## src/common/prs_pkg.sv

```systemverilog
// constants for the phy reset and power-down sequencer
// Behaviour
// (RULE_01) external reset pin must stay low five clock cycles before reset starts
// (RULE_02) after pin rises, exit steps finish within 640 ns; management port then works; code: port answers up to 900 ns after pin rises
// (RULE_03) reset cycle ends when link clocks valid, about 53 ms; MAC waits for that
// (RULE_04) at power-up, once supply is good, hold reset about 20 us, then exit normally
// (RULE_05) during power-on reset the external reset pin is ignored
// (RULE_06) writing one to software reset bit holds reset for two clock cycles
// (RULE_07) software reset does everything a reset does except entering power-down
// (RULE_08) every reset end restores register defaults and clears software reset bit
// (RULE_09) hardware and power-on resets never set the software reset bit
// (RULE_10) leaving software reset keeps the current management address
// (RULE_11) power-down whenever reset pin is low or power-down bit is one
// (RULE_12) power-down disables functions, drives MAC outputs low, tri-states line transmitter
// (RULE_13) power-down by control bit clears only latching status bits
// (RULE_14) bit 19.0 set disables 100 Mb/s modules while running at 10 Mb/s
// (RULE_15) bit 19.1 set disables 10 Mb/s modules while running at 100 Mb/s
// (RULE_16) entering reset isolates MAC, drives outputs low, tri-states line, powers down
// (RULE_17) leaving hardware or power-on reset captures address from configuration inputs
// (RULE_18) reset pin is synchronised before its low time is counted
package prs_pkg;

  localparam int unsigned CLK_PERIOD_NS = 100;

  localparam logic [2:0]  HW_LOW_MIN_CYC = 3'h5;
  localparam int unsigned EXIT_TIME_NS   = 640;
  localparam int unsigned POR_HOLD_US    = 20;
  localparam int unsigned CLK_VALID_MS   = 53;

  localparam int unsigned CNT_W = 20;

  // longest time: round down, never below one cycle
  localparam int unsigned EXIT_CYC_I =
    (EXIT_TIME_NS / CLK_PERIOD_NS) < 1 ? 1 : (EXIT_TIME_NS / CLK_PERIOD_NS);
  localparam int unsigned POR_HOLD_CYC_I = (POR_HOLD_US * 1000) / CLK_PERIOD_NS;
  localparam int unsigned CLK_VALID_CYC_I = (CLK_VALID_MS * 1000000) / CLK_PERIOD_NS;

  localparam logic [CNT_W-1:0] EXIT_CYC      = CNT_W'(EXIT_CYC_I);
  localparam logic [CNT_W-1:0] POR_HOLD_CYC  = CNT_W'(POR_HOLD_CYC_I);
  localparam logic [CNT_W-1:0] CLK_VALID_CYC = CNT_W'(CLK_VALID_CYC_I);
  localparam logic [CNT_W-1:0] SW_HOLD_CYC   = 20'h00002;

  localparam logic [4:0] ADDR_RST = 5'h00;

  typedef enum logic [2:0] {
    PRS_POR_WAIT = 3'h0,
    PRS_POR_HOLD = 3'h1,
    PRS_EXIT     = 3'h3,
    PRS_CLK_WAIT = 3'h2,
    PRS_RUN      = 3'h6,
    PRS_HW_HOLD  = 3'h7,
    PRS_SW_HOLD  = 3'h5
  } prs_state_t;

endpackage

```

## src/core/prs_seq.sv

```systemverilog
// reset, power-down and automatic power-saving sequencer of the phy
module prs_seq #(
  parameter logic [prs_pkg::CNT_W-1:0] CLK_VALID_CYC = prs_pkg::CLK_VALID_CYC
) (
  // clock and reset
  input  wire logic       clk_sys,
  input  wire logic       reset,
  // pins from outside the clock domain
  input  wire logic       external_reset_low,
  input  wire logic       supply_good,
  input  wire logic [4:0] address_straps,
  // management control bits
  input  wire logic       sw_reset_write,
  input  wire logic       power_down_ctrl,
  input  wire logic       auto_off_100_in_10,
  input  wire logic       auto_off_10_in_100,
  // current line speed
  input  wire logic       speed_is_100,
  // management status
  output logic            sw_reset_bit,
  output logic [4:0]      mgmt_address,
  output logic            mgmt_ready,
  output logic            regs_to_default,
  output logic            latch_status_clear,
  // core and interface control
  output logic            core_reset,
  output logic            power_down,
  output logic            mac_out_enable,
  output logic            mac_in_isolate,
  output logic            line_transmit_oe,
  output logic            link_clocks_valid,
  output logic            enable_100_modules,
  output logic            enable_10_modules
);

  typedef struct packed {
    prs_pkg::prs_state_t        state;
    logic [prs_pkg::CNT_W-1:0]  cnt;
    logic [2:0]                 low_cnt;
    logic                       hw_exit;
    logic                       pd_prev;
    logic                       sw_bit;
    logic [4:0]                 addr;
    logic                       mgmt_ready;
    logic                       regs_default;
    logic                       latch_clear;
    logic                       core_reset;
    logic                       power_down;
    logic                       mac_en;
    logic                       mac_iso;
    logic                       line_oe;
    logic                       clocks_valid;
    logic                       en_100;
    logic                       en_10;
  } prs_regs_t;

  prs_regs_t  q_r;
  prs_regs_t  q_nxt;

  logic       pin_low_s;
  logic       supply_s;
  logic [4:0] straps_s;

  // (RULE_18) synchronise pins first
  prs_sync #(
    .WIDTH (7)
  ) u_sync (
    .clk_sys  (clk_sys),
    .reset    (reset),
    // pin inverted ahead of the stages so their cleared state reads as not low
    .async_in ({~external_reset_low, supply_good, address_straps}),
    .sync_out ({pin_low_s, supply_s, straps_s})
  );

  logic pin_low;
  logic hw_req;
  logic in_por;
  logic sw_ok;
  logic in_reset;
  logic running;

  assign pin_low = pin_low_s;
  // (RULE_01) fifth low cycle starts reset
  assign hw_req  = pin_low && (q_r.low_cnt >= (prs_pkg::HW_LOW_MIN_CYC - 3'h1));
  assign in_por  = (q_r.state == prs_pkg::PRS_POR_WAIT) || (q_r.state == prs_pkg::PRS_POR_HOLD);
  assign sw_ok   = (q_r.state == prs_pkg::PRS_CLK_WAIT) || (q_r.state == prs_pkg::PRS_RUN)
                   || (q_r.state == prs_pkg::PRS_SW_HOLD);

  always_comb
  begin
    q_nxt              = q_r;
    q_nxt.regs_default = 1'b0;
    q_nxt.latch_clear  = 1'b0;
    q_nxt.pd_prev      = power_down_ctrl;
    in_reset           = 1'b0;
    running            = 1'b0;

    // saturating count of consecutive synchronised low cycles
    if (!pin_low)
      q_nxt.low_cnt = 3'h0;
    else if (q_r.low_cnt != prs_pkg::HW_LOW_MIN_CYC)
      q_nxt.low_cnt = q_r.low_cnt + 3'h1;

    unique case (q_r.state)
      prs_pkg::PRS_POR_WAIT:
      begin
        // (RULE_04) supply good starts the hold
        if (supply_s)
        begin
          q_nxt.state       = prs_pkg::PRS_POR_HOLD;
          q_nxt.cnt         = '0;
          q_nxt.latch_clear = 1'b1;
        end
      end
      prs_pkg::PRS_POR_HOLD:
      begin
        q_nxt.cnt = q_r.cnt + 20'h00001;
        // (RULE_04) automatic exit after the hold
        if (q_r.cnt == prs_pkg::POR_HOLD_CYC - 20'h00001)
        begin
          q_nxt.state   = prs_pkg::PRS_EXIT;
          q_nxt.cnt     = '0;
          q_nxt.hw_exit = 1'b1;
        end
      end
      prs_pkg::PRS_HW_HOLD:
      begin
        if (!pin_low)
        begin
          q_nxt.state   = prs_pkg::PRS_EXIT;
          q_nxt.cnt     = '0;
          q_nxt.hw_exit = 1'b1;
        end
      end
      prs_pkg::PRS_SW_HOLD:
      begin
        q_nxt.cnt = q_r.cnt + 20'h00001;
        // (RULE_06) two-cycle reset hold
        if (q_r.cnt == prs_pkg::SW_HOLD_CYC - 20'h00001)
        begin
          q_nxt.state        = prs_pkg::PRS_EXIT;
          q_nxt.cnt          = '0;
          q_nxt.hw_exit      = 1'b0;
          // (RULE_08) defaults restore, bit self-clears
          q_nxt.sw_bit       = 1'b0;
          q_nxt.regs_default = 1'b1;
        end
      end
      prs_pkg::PRS_EXIT:
      begin
        q_nxt.cnt = q_r.cnt + 20'h00001;
        // (RULE_02) exit steps bounded by 640 ns
        if (q_r.cnt == prs_pkg::EXIT_CYC - 20'h00001)
        begin
          q_nxt.state = prs_pkg::PRS_CLK_WAIT;
          q_nxt.cnt   = '0;
          // (RULE_17) capture address on hw exit
          if (q_r.hw_exit)
          begin
            q_nxt.addr         = straps_s;
            q_nxt.regs_default = 1'b1;
          end
          // (RULE_10) sw exit keeps the address
        end
      end
      prs_pkg::PRS_CLK_WAIT:
      begin
        q_nxt.cnt = q_r.cnt + 20'h00001;
        // (RULE_03) cycle ends once clocks valid
        if (q_r.cnt == CLK_VALID_CYC - 20'h00001)
          q_nxt.state = prs_pkg::PRS_RUN;
      end
      prs_pkg::PRS_RUN:
      begin
        q_nxt.cnt = q_r.cnt;
      end
      default:
      begin
        q_nxt.state = prs_pkg::PRS_POR_WAIT;
        q_nxt.cnt   = '0;
      end
    endcase

    // (RULE_05) pin ignored during power-on reset
    if (!in_por && hw_req && (q_r.state != prs_pkg::PRS_HW_HOLD))
    begin
      // (RULE_16) enter reset, clear latching bits
      q_nxt.state       = prs_pkg::PRS_HW_HOLD;
      q_nxt.cnt         = '0;
      q_nxt.latch_clear = 1'b1;
      // (RULE_09) hw reset never sets the bit
      q_nxt.sw_bit      = 1'b0;
    end
    else if (sw_reset_write && sw_ok && !hw_req)
    begin
      // (RULE_06) write of one starts sw reset; set beats the self-clear
      q_nxt.state        = prs_pkg::PRS_SW_HOLD;
      q_nxt.cnt          = '0;
      q_nxt.sw_bit       = 1'b1;
      q_nxt.regs_default = 1'b0;
      q_nxt.latch_clear  = 1'b1;
    end

    // (RULE_13) control-bit power-down clears only latching bits
    if (power_down_ctrl && !q_r.pd_prev)
      q_nxt.latch_clear = 1'b1;

    in_reset = (q_nxt.state == prs_pkg::PRS_POR_WAIT) || (q_nxt.state == prs_pkg::PRS_POR_HOLD)
               || (q_nxt.state == prs_pkg::PRS_HW_HOLD) || (q_nxt.state == prs_pkg::PRS_SW_HOLD)
               || (q_nxt.state == prs_pkg::PRS_EXIT);
    running  = (q_nxt.state == prs_pkg::PRS_CLK_WAIT) || (q_nxt.state == prs_pkg::PRS_RUN);

    // (RULE_11) pin low or control bit; sw hold excluded
    // (RULE_07) software reset stays powered
    q_nxt.power_down = pin_low || power_down_ctrl
                       || (q_nxt.state == prs_pkg::PRS_POR_WAIT)
                       || (q_nxt.state == prs_pkg::PRS_POR_HOLD)
                       || (q_nxt.state == prs_pkg::PRS_HW_HOLD);
    q_nxt.core_reset   = in_reset;
    q_nxt.mgmt_ready   = running;
    // (RULE_12) MAC low and line tri-stated in power-down or reset
    q_nxt.mac_en       = running && !q_nxt.power_down;
    q_nxt.mac_iso      = !(running && !q_nxt.power_down);
    q_nxt.line_oe      = running && !q_nxt.power_down;
    // (RULE_03) MAC may use data path only after this
    q_nxt.clocks_valid = (q_nxt.state == prs_pkg::PRS_RUN) && !q_nxt.power_down;
    // (RULE_14) drop 100 Mb/s modules at 10 Mb/s
    q_nxt.en_100 = q_nxt.mac_en && !(auto_off_100_in_10 && !speed_is_100);
    // (RULE_15) drop 10 Mb/s modules at 100 Mb/s
    q_nxt.en_10  = q_nxt.mac_en && !(auto_off_10_in_100 && speed_is_100);
  end

  always_ff @(posedge clk_sys)
  begin
    if (reset)
    begin
      q_r              <= '0;
      q_r.state        <= prs_pkg::PRS_POR_WAIT;
      q_r.addr         <= prs_pkg::ADDR_RST;
      q_r.core_reset   <= 1'b1;
      q_r.power_down   <= 1'b1;
      q_r.mac_iso      <= 1'b1;
    end
    else
    begin
      q_r <= q_nxt;
    end
  end

  assign sw_reset_bit       = q_r.sw_bit;
  assign mgmt_address       = q_r.addr;
  assign mgmt_ready         = q_r.mgmt_ready;
  assign regs_to_default    = q_r.regs_default;
  assign latch_status_clear = q_r.latch_clear;
  assign core_reset         = q_r.core_reset;
  assign power_down         = q_r.power_down;
  assign mac_out_enable     = q_r.mac_en;
  assign mac_in_isolate     = q_r.mac_iso;
  assign line_transmit_oe   = q_r.line_oe;
  assign link_clocks_valid  = q_r.clocks_valid;
  assign enable_100_modules = q_r.en_100;
  assign enable_10_modules  = q_r.en_10;

endmodule // prs_seq

```

## src/core/prs_sync.sv

```systemverilog
// two-stage synchroniser for pins entering the clk_sys domain
module prs_sync #(
  parameter int unsigned WIDTH = 1
) (
  // clock and reset
  input  wire logic             clk_sys,
  input  wire logic             reset,
  // asynchronous input and synchronised output
  input  wire logic [WIDTH-1:0] async_in,
  output logic      [WIDTH-1:0] sync_out
);

  logic [WIDTH-1:0] meta_r;

  always_ff @(posedge clk_sys)
  begin
    if (reset)
    begin
      meta_r   <= '0;
      sync_out <= '0;
    end
    else
    begin
      meta_r   <= async_in;
      sync_out <= meta_r;
    end
  end

endmodule // prs_sync
```

## config.mk

```make
export PLATFORM = sky130hd
export DESIGN_NAME = prs_seq
export DESIGN_NICKNAME = d
export VERILOG_FILES = /design/src/common/prs_pkg.sv /design/src/core/prs_seq.sv /design/src/core/prs_sync.sv
export SDC_FILE = /design/constraint.sdc
export NUM_CORES = 1
export LEC_CHECK = 0
export BUFFER_PORTS_ARGS = -buffer_cell sky130_fd_sc_hd__buf_2
export CAP_MARGIN = 20
export CORE_MARGIN = 3
export CORE_UTILIZATION = 58
export DETAILED_ROUTE_END_ITERATION = 10
export PLACE_DENSITY = 0.88
export SETUP_SLACK_MARGIN = 0.5
export SYNTH_ARGS = -nofsm -noshare
export SYNTH_HDL_FRONTEND = slang
export SYNTH_HIERARCHICAL = 1
export SYNTH_SLANG_ARGS = --single-unit
```

## constraint.sdc

```tcl
create_clock -name clk_sys -period 2.49 [get_ports clk_sys]
set_clock_uncertainty 0.15 [all_clocks]
set_input_delay 0.1245 -clock clk_sys [delete_from_list [all_inputs] [get_ports clk_sys]]
set_output_delay 0.1245 -clock clk_sys [all_outputs]
set_load 0.01 [all_outputs]
```

# Yosys cells after proc, flatten, opt, wreduce, memory -nomap -nowiden
# Index checks and enable logic that the tools add are counted.
[word_totals]
reg_bits = 58
in_bits = 14
out_inout_bits = 17
elab_cells = 117
[op_classes]
addsub = 2
magnitude_cmp = 1
n_eq_ne = 22
n_mux = 26
bitwise = 3
n_reduce_logical = 44
[op_table]
columns = ["operator", "count"]
rows = [
  ["$mux 23", 7],
  ["$pmux 20 s7", 1],
  ["$pmux 3 s7", 1],
  ["$add 20x1->20 const B", 1],
  ["$eq 20x1->1 const B", 1],
  ["$eq 20x20->1 const B", 1],
  ["$eq 20x3->1 const B", 1],
  ["$eq 20x8->1 const B", 1],
  ["$eq 3x3->1 const B", 6],
  ["$mux 1", 13],
  ["$eq 3x2->1 const B", 4],
  ["$logic_and 1x1->1", 12],
  ["$logic_or 1x1->1", 12],
  ["$logic_not 1->1", 8],
  ["$eq 3x1->1 const B", 2],
  ["$logic_not 3->1", 2],
  ["$ne 2x1->1 const B", 3],
  ["$ne 3x3->1 const B", 2],
  ["$reduce_and 3->1", 2],
  ["$reduce_and 4->1", 1],
  ["$reduce_bool 2->1", 2],
  ["$reduce_or 2->1", 2],
  ["$add 3x1->3 const B", 1],
  ["$ge 3x3->1 const B", 1],
  ["other kinds (9)", 11],
]

# Depth between registers and ports, before layout
[logic_depth]
ltp_word = 14
mapped_depth = 9
mapped_depth_nobuf = 8

# By module
# The synthesis kept the hierarchy.
[by_module_without_submodules]
columns = ["mod", "n_inst", "cells_per_inst", "area_per_inst_um2", "seq_area_each_um2"]
rows = [
  ["prs_seq", 1, 276, 2342.2, 880.8],
  ["prs_sync", 1, 29, 407.9, 280.3],
]

# Least setup slack after synthesis
# No wires, ideal clock.
[synth_path]
kind = "reg2reg"
from = "register q_r[22] (netlist bit)"
to = "register, netlist name core_reset"
setup_ns = 0.123
arrival_ns = 1.802
required_time_ns = 2.217
path_slack_ns = 0.415
path_stages_with_launch = 8
path_buffers = 0
synth_period_minus_slack_ns = 2.075
cell_sequence = "dfxtp_1 -> ha_1 -> nand2_1 -> or4_4 -> o21ba_1 -> a22oi_2 -> nand2_1 -> or2_2"
[synth_via]
elab_chain_cells = 10
elab_cells_between_ends = 20
classes_between = "8 x eq/ne; 7 x mux; 5 x reduce/logical"
[synth_lines]
columns = ["item", "line_no", "source"]
rows = [
  ["from (decl)", "prs_seq.sv:57", "prs_regs_t q_r;"],
  ["from (signal assigned)", "prs_seq.sv:246", "q_r <= q_nxt;"],
  ["$eq 20x20->1 (tied with other cells)", "prs_seq.sv:170", "if (q_r.cnt == CLK_VALID_CYC - 20'h00001)"],
  ["$mux 3 (tied with other cells)", "prs_seq.sv:170", ""],
  ["$pmux 3 s7 (*)", "prs_seq.sv:104", "unique case (q_r.state)"],
  ["$mux 23 (*)", "prs_seq.sv:194", "else if (sw_reset_write && sw_ok && !hw_req)"],
  ["$mux 23 (*)", "prs_seq.sv:185", "if (!in_por && hw_req && (q_r.state != prs_pkg::PRS_HW_HOLD))"],
  ["$eq 3x1->1 / $logic_not 3->1 (equally long branches)", "prs_seq.sv:208", "in_reset = (q_nxt.state == prs_pkg::PRS_POR_WAIT) || (q_nxt.state == prs_pkg::PRS_POR_HOLD)"],
  ["$logic_or 1x1->1", "prs_seq.sv:208", ""],
  ["$logic_or 1x1->1 (2 in series)", "prs_seq.sv:209", "|| (q_nxt.state == prs_pkg::PRS_HW_HOLD) || (q_nxt.state == prs_pkg::PRS_SW_HOLD)"],
  ["$logic_or 1x1->1 (*)", "prs_seq.sv:210", "|| (q_nxt.state == prs_pkg::PRS_EXIT);"],
]
# Every way passes the cells marked *; elsewhere a longest branch is shown, timed or not.
# A chain may end at the register's enable or synchronous reset.

# Worst setup path in the final report
[layout_path]
from = "register q_r[23] (netlist bit)"
to = "register q_r, in the netlist enable_100_modules"
[layout_via]
elab_chain_cells = 12
elab_cells_between_ends = 23
classes_between = "8 x eq/ne; 7 x mux; 8 x reduce/logical"
[layout_lines]
columns = ["item", "line_no", "source"]
rows = [
  ["$eq 20x20->1 (tied with other cells)", "prs_seq.sv:170", ""],
  ["$mux 3 (tied with other cells)", "prs_seq.sv:170", ""],
  ["$pmux 3 s7 (*)", "prs_seq.sv:104", ""],
  ["$mux 23 (*)", "prs_seq.sv:194", ""],
  ["$mux 23 (*)", "prs_seq.sv:185", ""],
  ["$logic_not 3->1", "prs_seq.sv:216", "|| (q_nxt.state == prs_pkg::PRS_POR_WAIT)"],
  ["$logic_or 1x1->1", "prs_seq.sv:216", ""],
  ["$logic_or 1x1->1", "prs_seq.sv:217", "|| (q_nxt.state == prs_pkg::PRS_POR_HOLD)"],
  ["$logic_or 1x1->1", "prs_seq.sv:218", "|| (q_nxt.state == prs_pkg::PRS_HW_HOLD);"],
  ["$logic_not 1->1", "prs_seq.sv:222", "q_nxt.mac_en = running && !q_nxt.power_down;"],
  ["$logic_and 1x1->1 (*)", "prs_seq.sv:222", ""],
  ["$logic_and 1x1->1 (*)", "prs_seq.sv:228", "q_nxt.en_100 = q_nxt.mac_en && !(auto_off_100_in_10 && !speed_is_100);"],
]
# Marks and branches as above.

==> impl_metrics.yaml <==
cts:
  clock-sinks: 58
  cts_buffers: 9
  h-tree-depth: 3
  clock_latency_ns: 0.35
  clk_path_buf_depth: 2
  cts_root_buf: "clkbuf_8"
  path_clk_slew_ns: 0.07
  cts_tree: "yes"
detailed_routing:
  drc_errors: 0
  viasPerCell: 6.09
  drtIter0Drc: 372
  dr.pass1.iters: 5
  vias: 2526
  ant_nets: 0
  wire_per_inst_um: 17.9
  wl_um: 7420
logic_synthesis:
  synth-async-reset-ratio_pct: 0
  yosysMostFrequentCell: "dfxtp_1"
  synth_area_leaders: "dfxtp_1 42%, nor2_1 5.3%, nand2_1 3.7%"
  ys_ff_latch: 58
  synth_top_family_by_area: "simple AND/OR/NAND/NOR gates"
  synth-main-ff-cell: "dfxtp_1"
  synth_nets: 323
  synthAdderAreaFrac_pct: 1.82
  synth-simple-area-share_pct: 30.6
  synth_cell_types: 60
  ys_seq_area_share_pct: 42.2
  synth.top_cells.by_count: "58 x dfxtp_1, 39 x nor2_1, 27 x nand2_1, 11 x nand3_1, 11 x nor2b_2"
  syn_area_mm2: 0.00275
  synth_top_cell_by_area: "dfxtp_1"
  synth-edff-count: 0
  synth_xor_area_share_pct: 4.14
  syn_avg_cell_area_um2: 9.02
  postSynthCellCount: 305
  synthMuxAreaShare_pct: 2.18
  synth_warnings: 6
  synth_top_area_share_pct: 42.2
  synth_compound_area_share_pct: 11.7
cells_and_area:
  fill_cells: 252
  drive_gt1_share_pct: 36.6
  antenna_cells: 0
  multi_input_area_mm2: 0.00156
  areaGrowthSynthToFinish_pct: 27.3
  seq_area_mm2: 0.00119
  final_cell_count_no_fill: 415
  fin_nets: 377
  final_cell_area_mm2: 0.00350
grt:
  grt_first_pass_wirelength_um: 10200
  grt_pass1_vias: 2285
  antenna_found_initial: 0
  grt.total_usage_pct: 24.2
  gr-total-overflow: 0
  grt_max_degree: 27
setup_path:
  r2r-start: "q_r[23]"
  crit_type: "reg -> reg"
  cp.arrival_ns: 2.31
  startpoint_type: "flop"
  critPathCaptureType: "flop"
  required_ns: 2.61
  ff2ff_setup_slack_ns: 0.31
  crit_fanout: 4
  rr_endpoint: "enable_100_modules"
  reg2regPathDepth: 10
power_and_ir_drop:
  p_sw_mw: 0.450
  leakagePower_nw: 1.39
  irDropWorstVdd_v: 0.000431
  p_per_area_mw_per_mm2: 551
  p_clk_share_pct: 44.3
  pwr-share-seq_pct: 49.0
  swShare_pct: 23.3
  p_int_mw: 1.48
  combinationalPowerShare_pct: 6.7
sta:
  slew_headroom_pct: 55.1
  max_freq_ghz: 0.458
  final.setup.tns_ns: 0
  min_period_ns: 2.18
  setup_violations: 0
  hold_violations: 0
  rsz0062_at_grt: "yes"
  tightest_slew_ns: 0.666
  maxSlewViolCount: 0
  min_period_over_period_pct: 87.7
floorplan:
  dieHeight_um: 74.9
  die_w_um: 74.9
  initial_utilization_pct: 61.5
  design.die.area_mm2: 0.00560
  io_pins: 31
  core_area_mm2: 0.00447
  num_rows: 24
job:
  drv_cap: 0
min_path:
  holdCritPathClass: "in -> reg"
  min_delay_path_depth: 5
  min_to: "sw_reset_bit"
  min-delay-start: "sw_reset_write"
placed_design:
  portBuffers: 30
  routabilityCongestion: 0.915
  place_hpwl_um: 3850
  post-place-cells: 371
  dpl-instance-area_mm2: 0.00286
status:
  status: "completed"
## flip-flops by register name, summed over array words and instances (netlist names)
name / cells
mgmt_ready: 1
enable_10_modules: 1
q_r: 28
enable_100_modules: 1
mgmt_address: 5
regs_to_default: 1
u_sync/meta_r: 7
power_down: 1
core_reset: 1
u_sync/sync_out: 7
mac_in_isolate: 1
link_clocks_valid: 1
sw_reset_bit: 1
latch_status_clear: 1
line_transmit_oe: 1
## final cells by class
class | count | share of cell area [%]
Timing Repair Buffer | 66 | 13.2
Multi-Input combinational cell | 216 | 44.5
Sequential cell | 58 | 34.0
Tap cell | 52 | 1.86
Clock inverter | 5 | 1.57
Clock buffer | 10 | 3.93
Inverter | 8 | 0.929
## power by group through the flow
stage / combinational, mW / sequential (mW) / clock [mW]
6_report: 0.130 / 0.946 / 0.854
5_1_grt: 0.140 / 0.947 / 0.887
4_1_cts: 0.108 / 0.948 / 0.852
3_5_place_dp: 0.0868 / 0.972 / 0
3_3_place_gp: 0.0838 / 0.971 / 0
2_1_floorplan: 0.0657 / 0.968 / 0
## logic make-up (layout without fill, tap and decap cells)
| family | count (synthesis) | after routing |
|---|---|---|
| adders and majority gates | 4 | 4 |
| buffers and inverters | 31 | 89 |
| xor gates and xnor gates | 13 | 13 |
| and+or+nand+nor | 149 | 149 |
| AOI/OAI and AO/OA | 44 | 44 |
| DFF | 58 | 58 |
| muxes | 6 | 6 |
## cell usage in the layout (no fill, tap or decap), drive strengths merged, types with 3 or more instances in the layout
| cell type | instances |
|---|---|
| nor4 | 5 |
| ha | 4 |
| or4 | 5 |
| a211oi | 4 |
| dlygate4sd3 | 13 |
| nand2 | 27 |
| or3 | 3 |
| xor2 | 5 |
| a31oi | 5 |
| nand3 | 11 |
| and2b | 3 |
| mux2i | 6 |
| nand4 | 8 |
| clkbuf | 10 |
| xnor2 | 8 |
| nand2b | 7 |
| dfxtp | 58 |
| and4 | 4 |
| nor2 | 39 |
| inv | 8 |
| nand4b | 3 |
| a21oi | 10 |
| o211ai | 4 |
| nor2b | 16 |
| o21ai | 8 |
| nor3 | 11 |
| buf | 53 |
## worst max-delay path by stage
stage	from	to	slack (ns)	cells after the start
global placement	q_r[44]	core_reset	0.33	6
finish	q_r[23]	enable_100_modules	0.31	10
detailed placement	q_r[44]	core_reset	0.23	6
floorplan	q_r[22]	core_reset	0.50	7
global route	q_r[23]	enable_100_modules	0.23	10
CTS	q_r[44]	core_reset	0.42	6
## metal layers
metal	vias up	track usage, %	part of all wire (%)
li1	1166	-	-
met2	129	40.1	51
met1	1199	27.9	39
met5	-	0	0
met3	32	9.35	7.0
met4	0	9.88	3.2
## per-stage QoR
stage	setup slack, ns	hold slack [ns]	total power, mW	utilization (%)
global route	0.231	0.263	1.97	78.2
finish	0.305	0.209	1.93	78.2
global placement	0.327	0.151	1.05	64.0
CTS	0.420	0.151	1.91	74.0
floorplan	0.499	0.0461	1.03	-
detailed placement	0.235	0.161	1.06	64.0
## timing repair
action	4_1_cts	5_1_grt
cloned	0	1
endpoints found under the setup margin	35	36
endpoints found under the hold margin	14	0
pin swaps	12	18
resized for setup	18	35
buffers inserted	9	6
hold buffers	13	0
## critical path: stages, from the launching register on
cell and delay, ns:
dfxtp_4 0.36, inv_2 0.05, ha_2 0.18, nor4b_2 0.29, buf_4 0.19, buf_4 0.12
nand3_1 0.11, a21boi_2 0.26, and3_4 0.24, inv_4 0.05, a21oi_2 0.11
No activity file was read; power rests on OpenSTA's default activity.
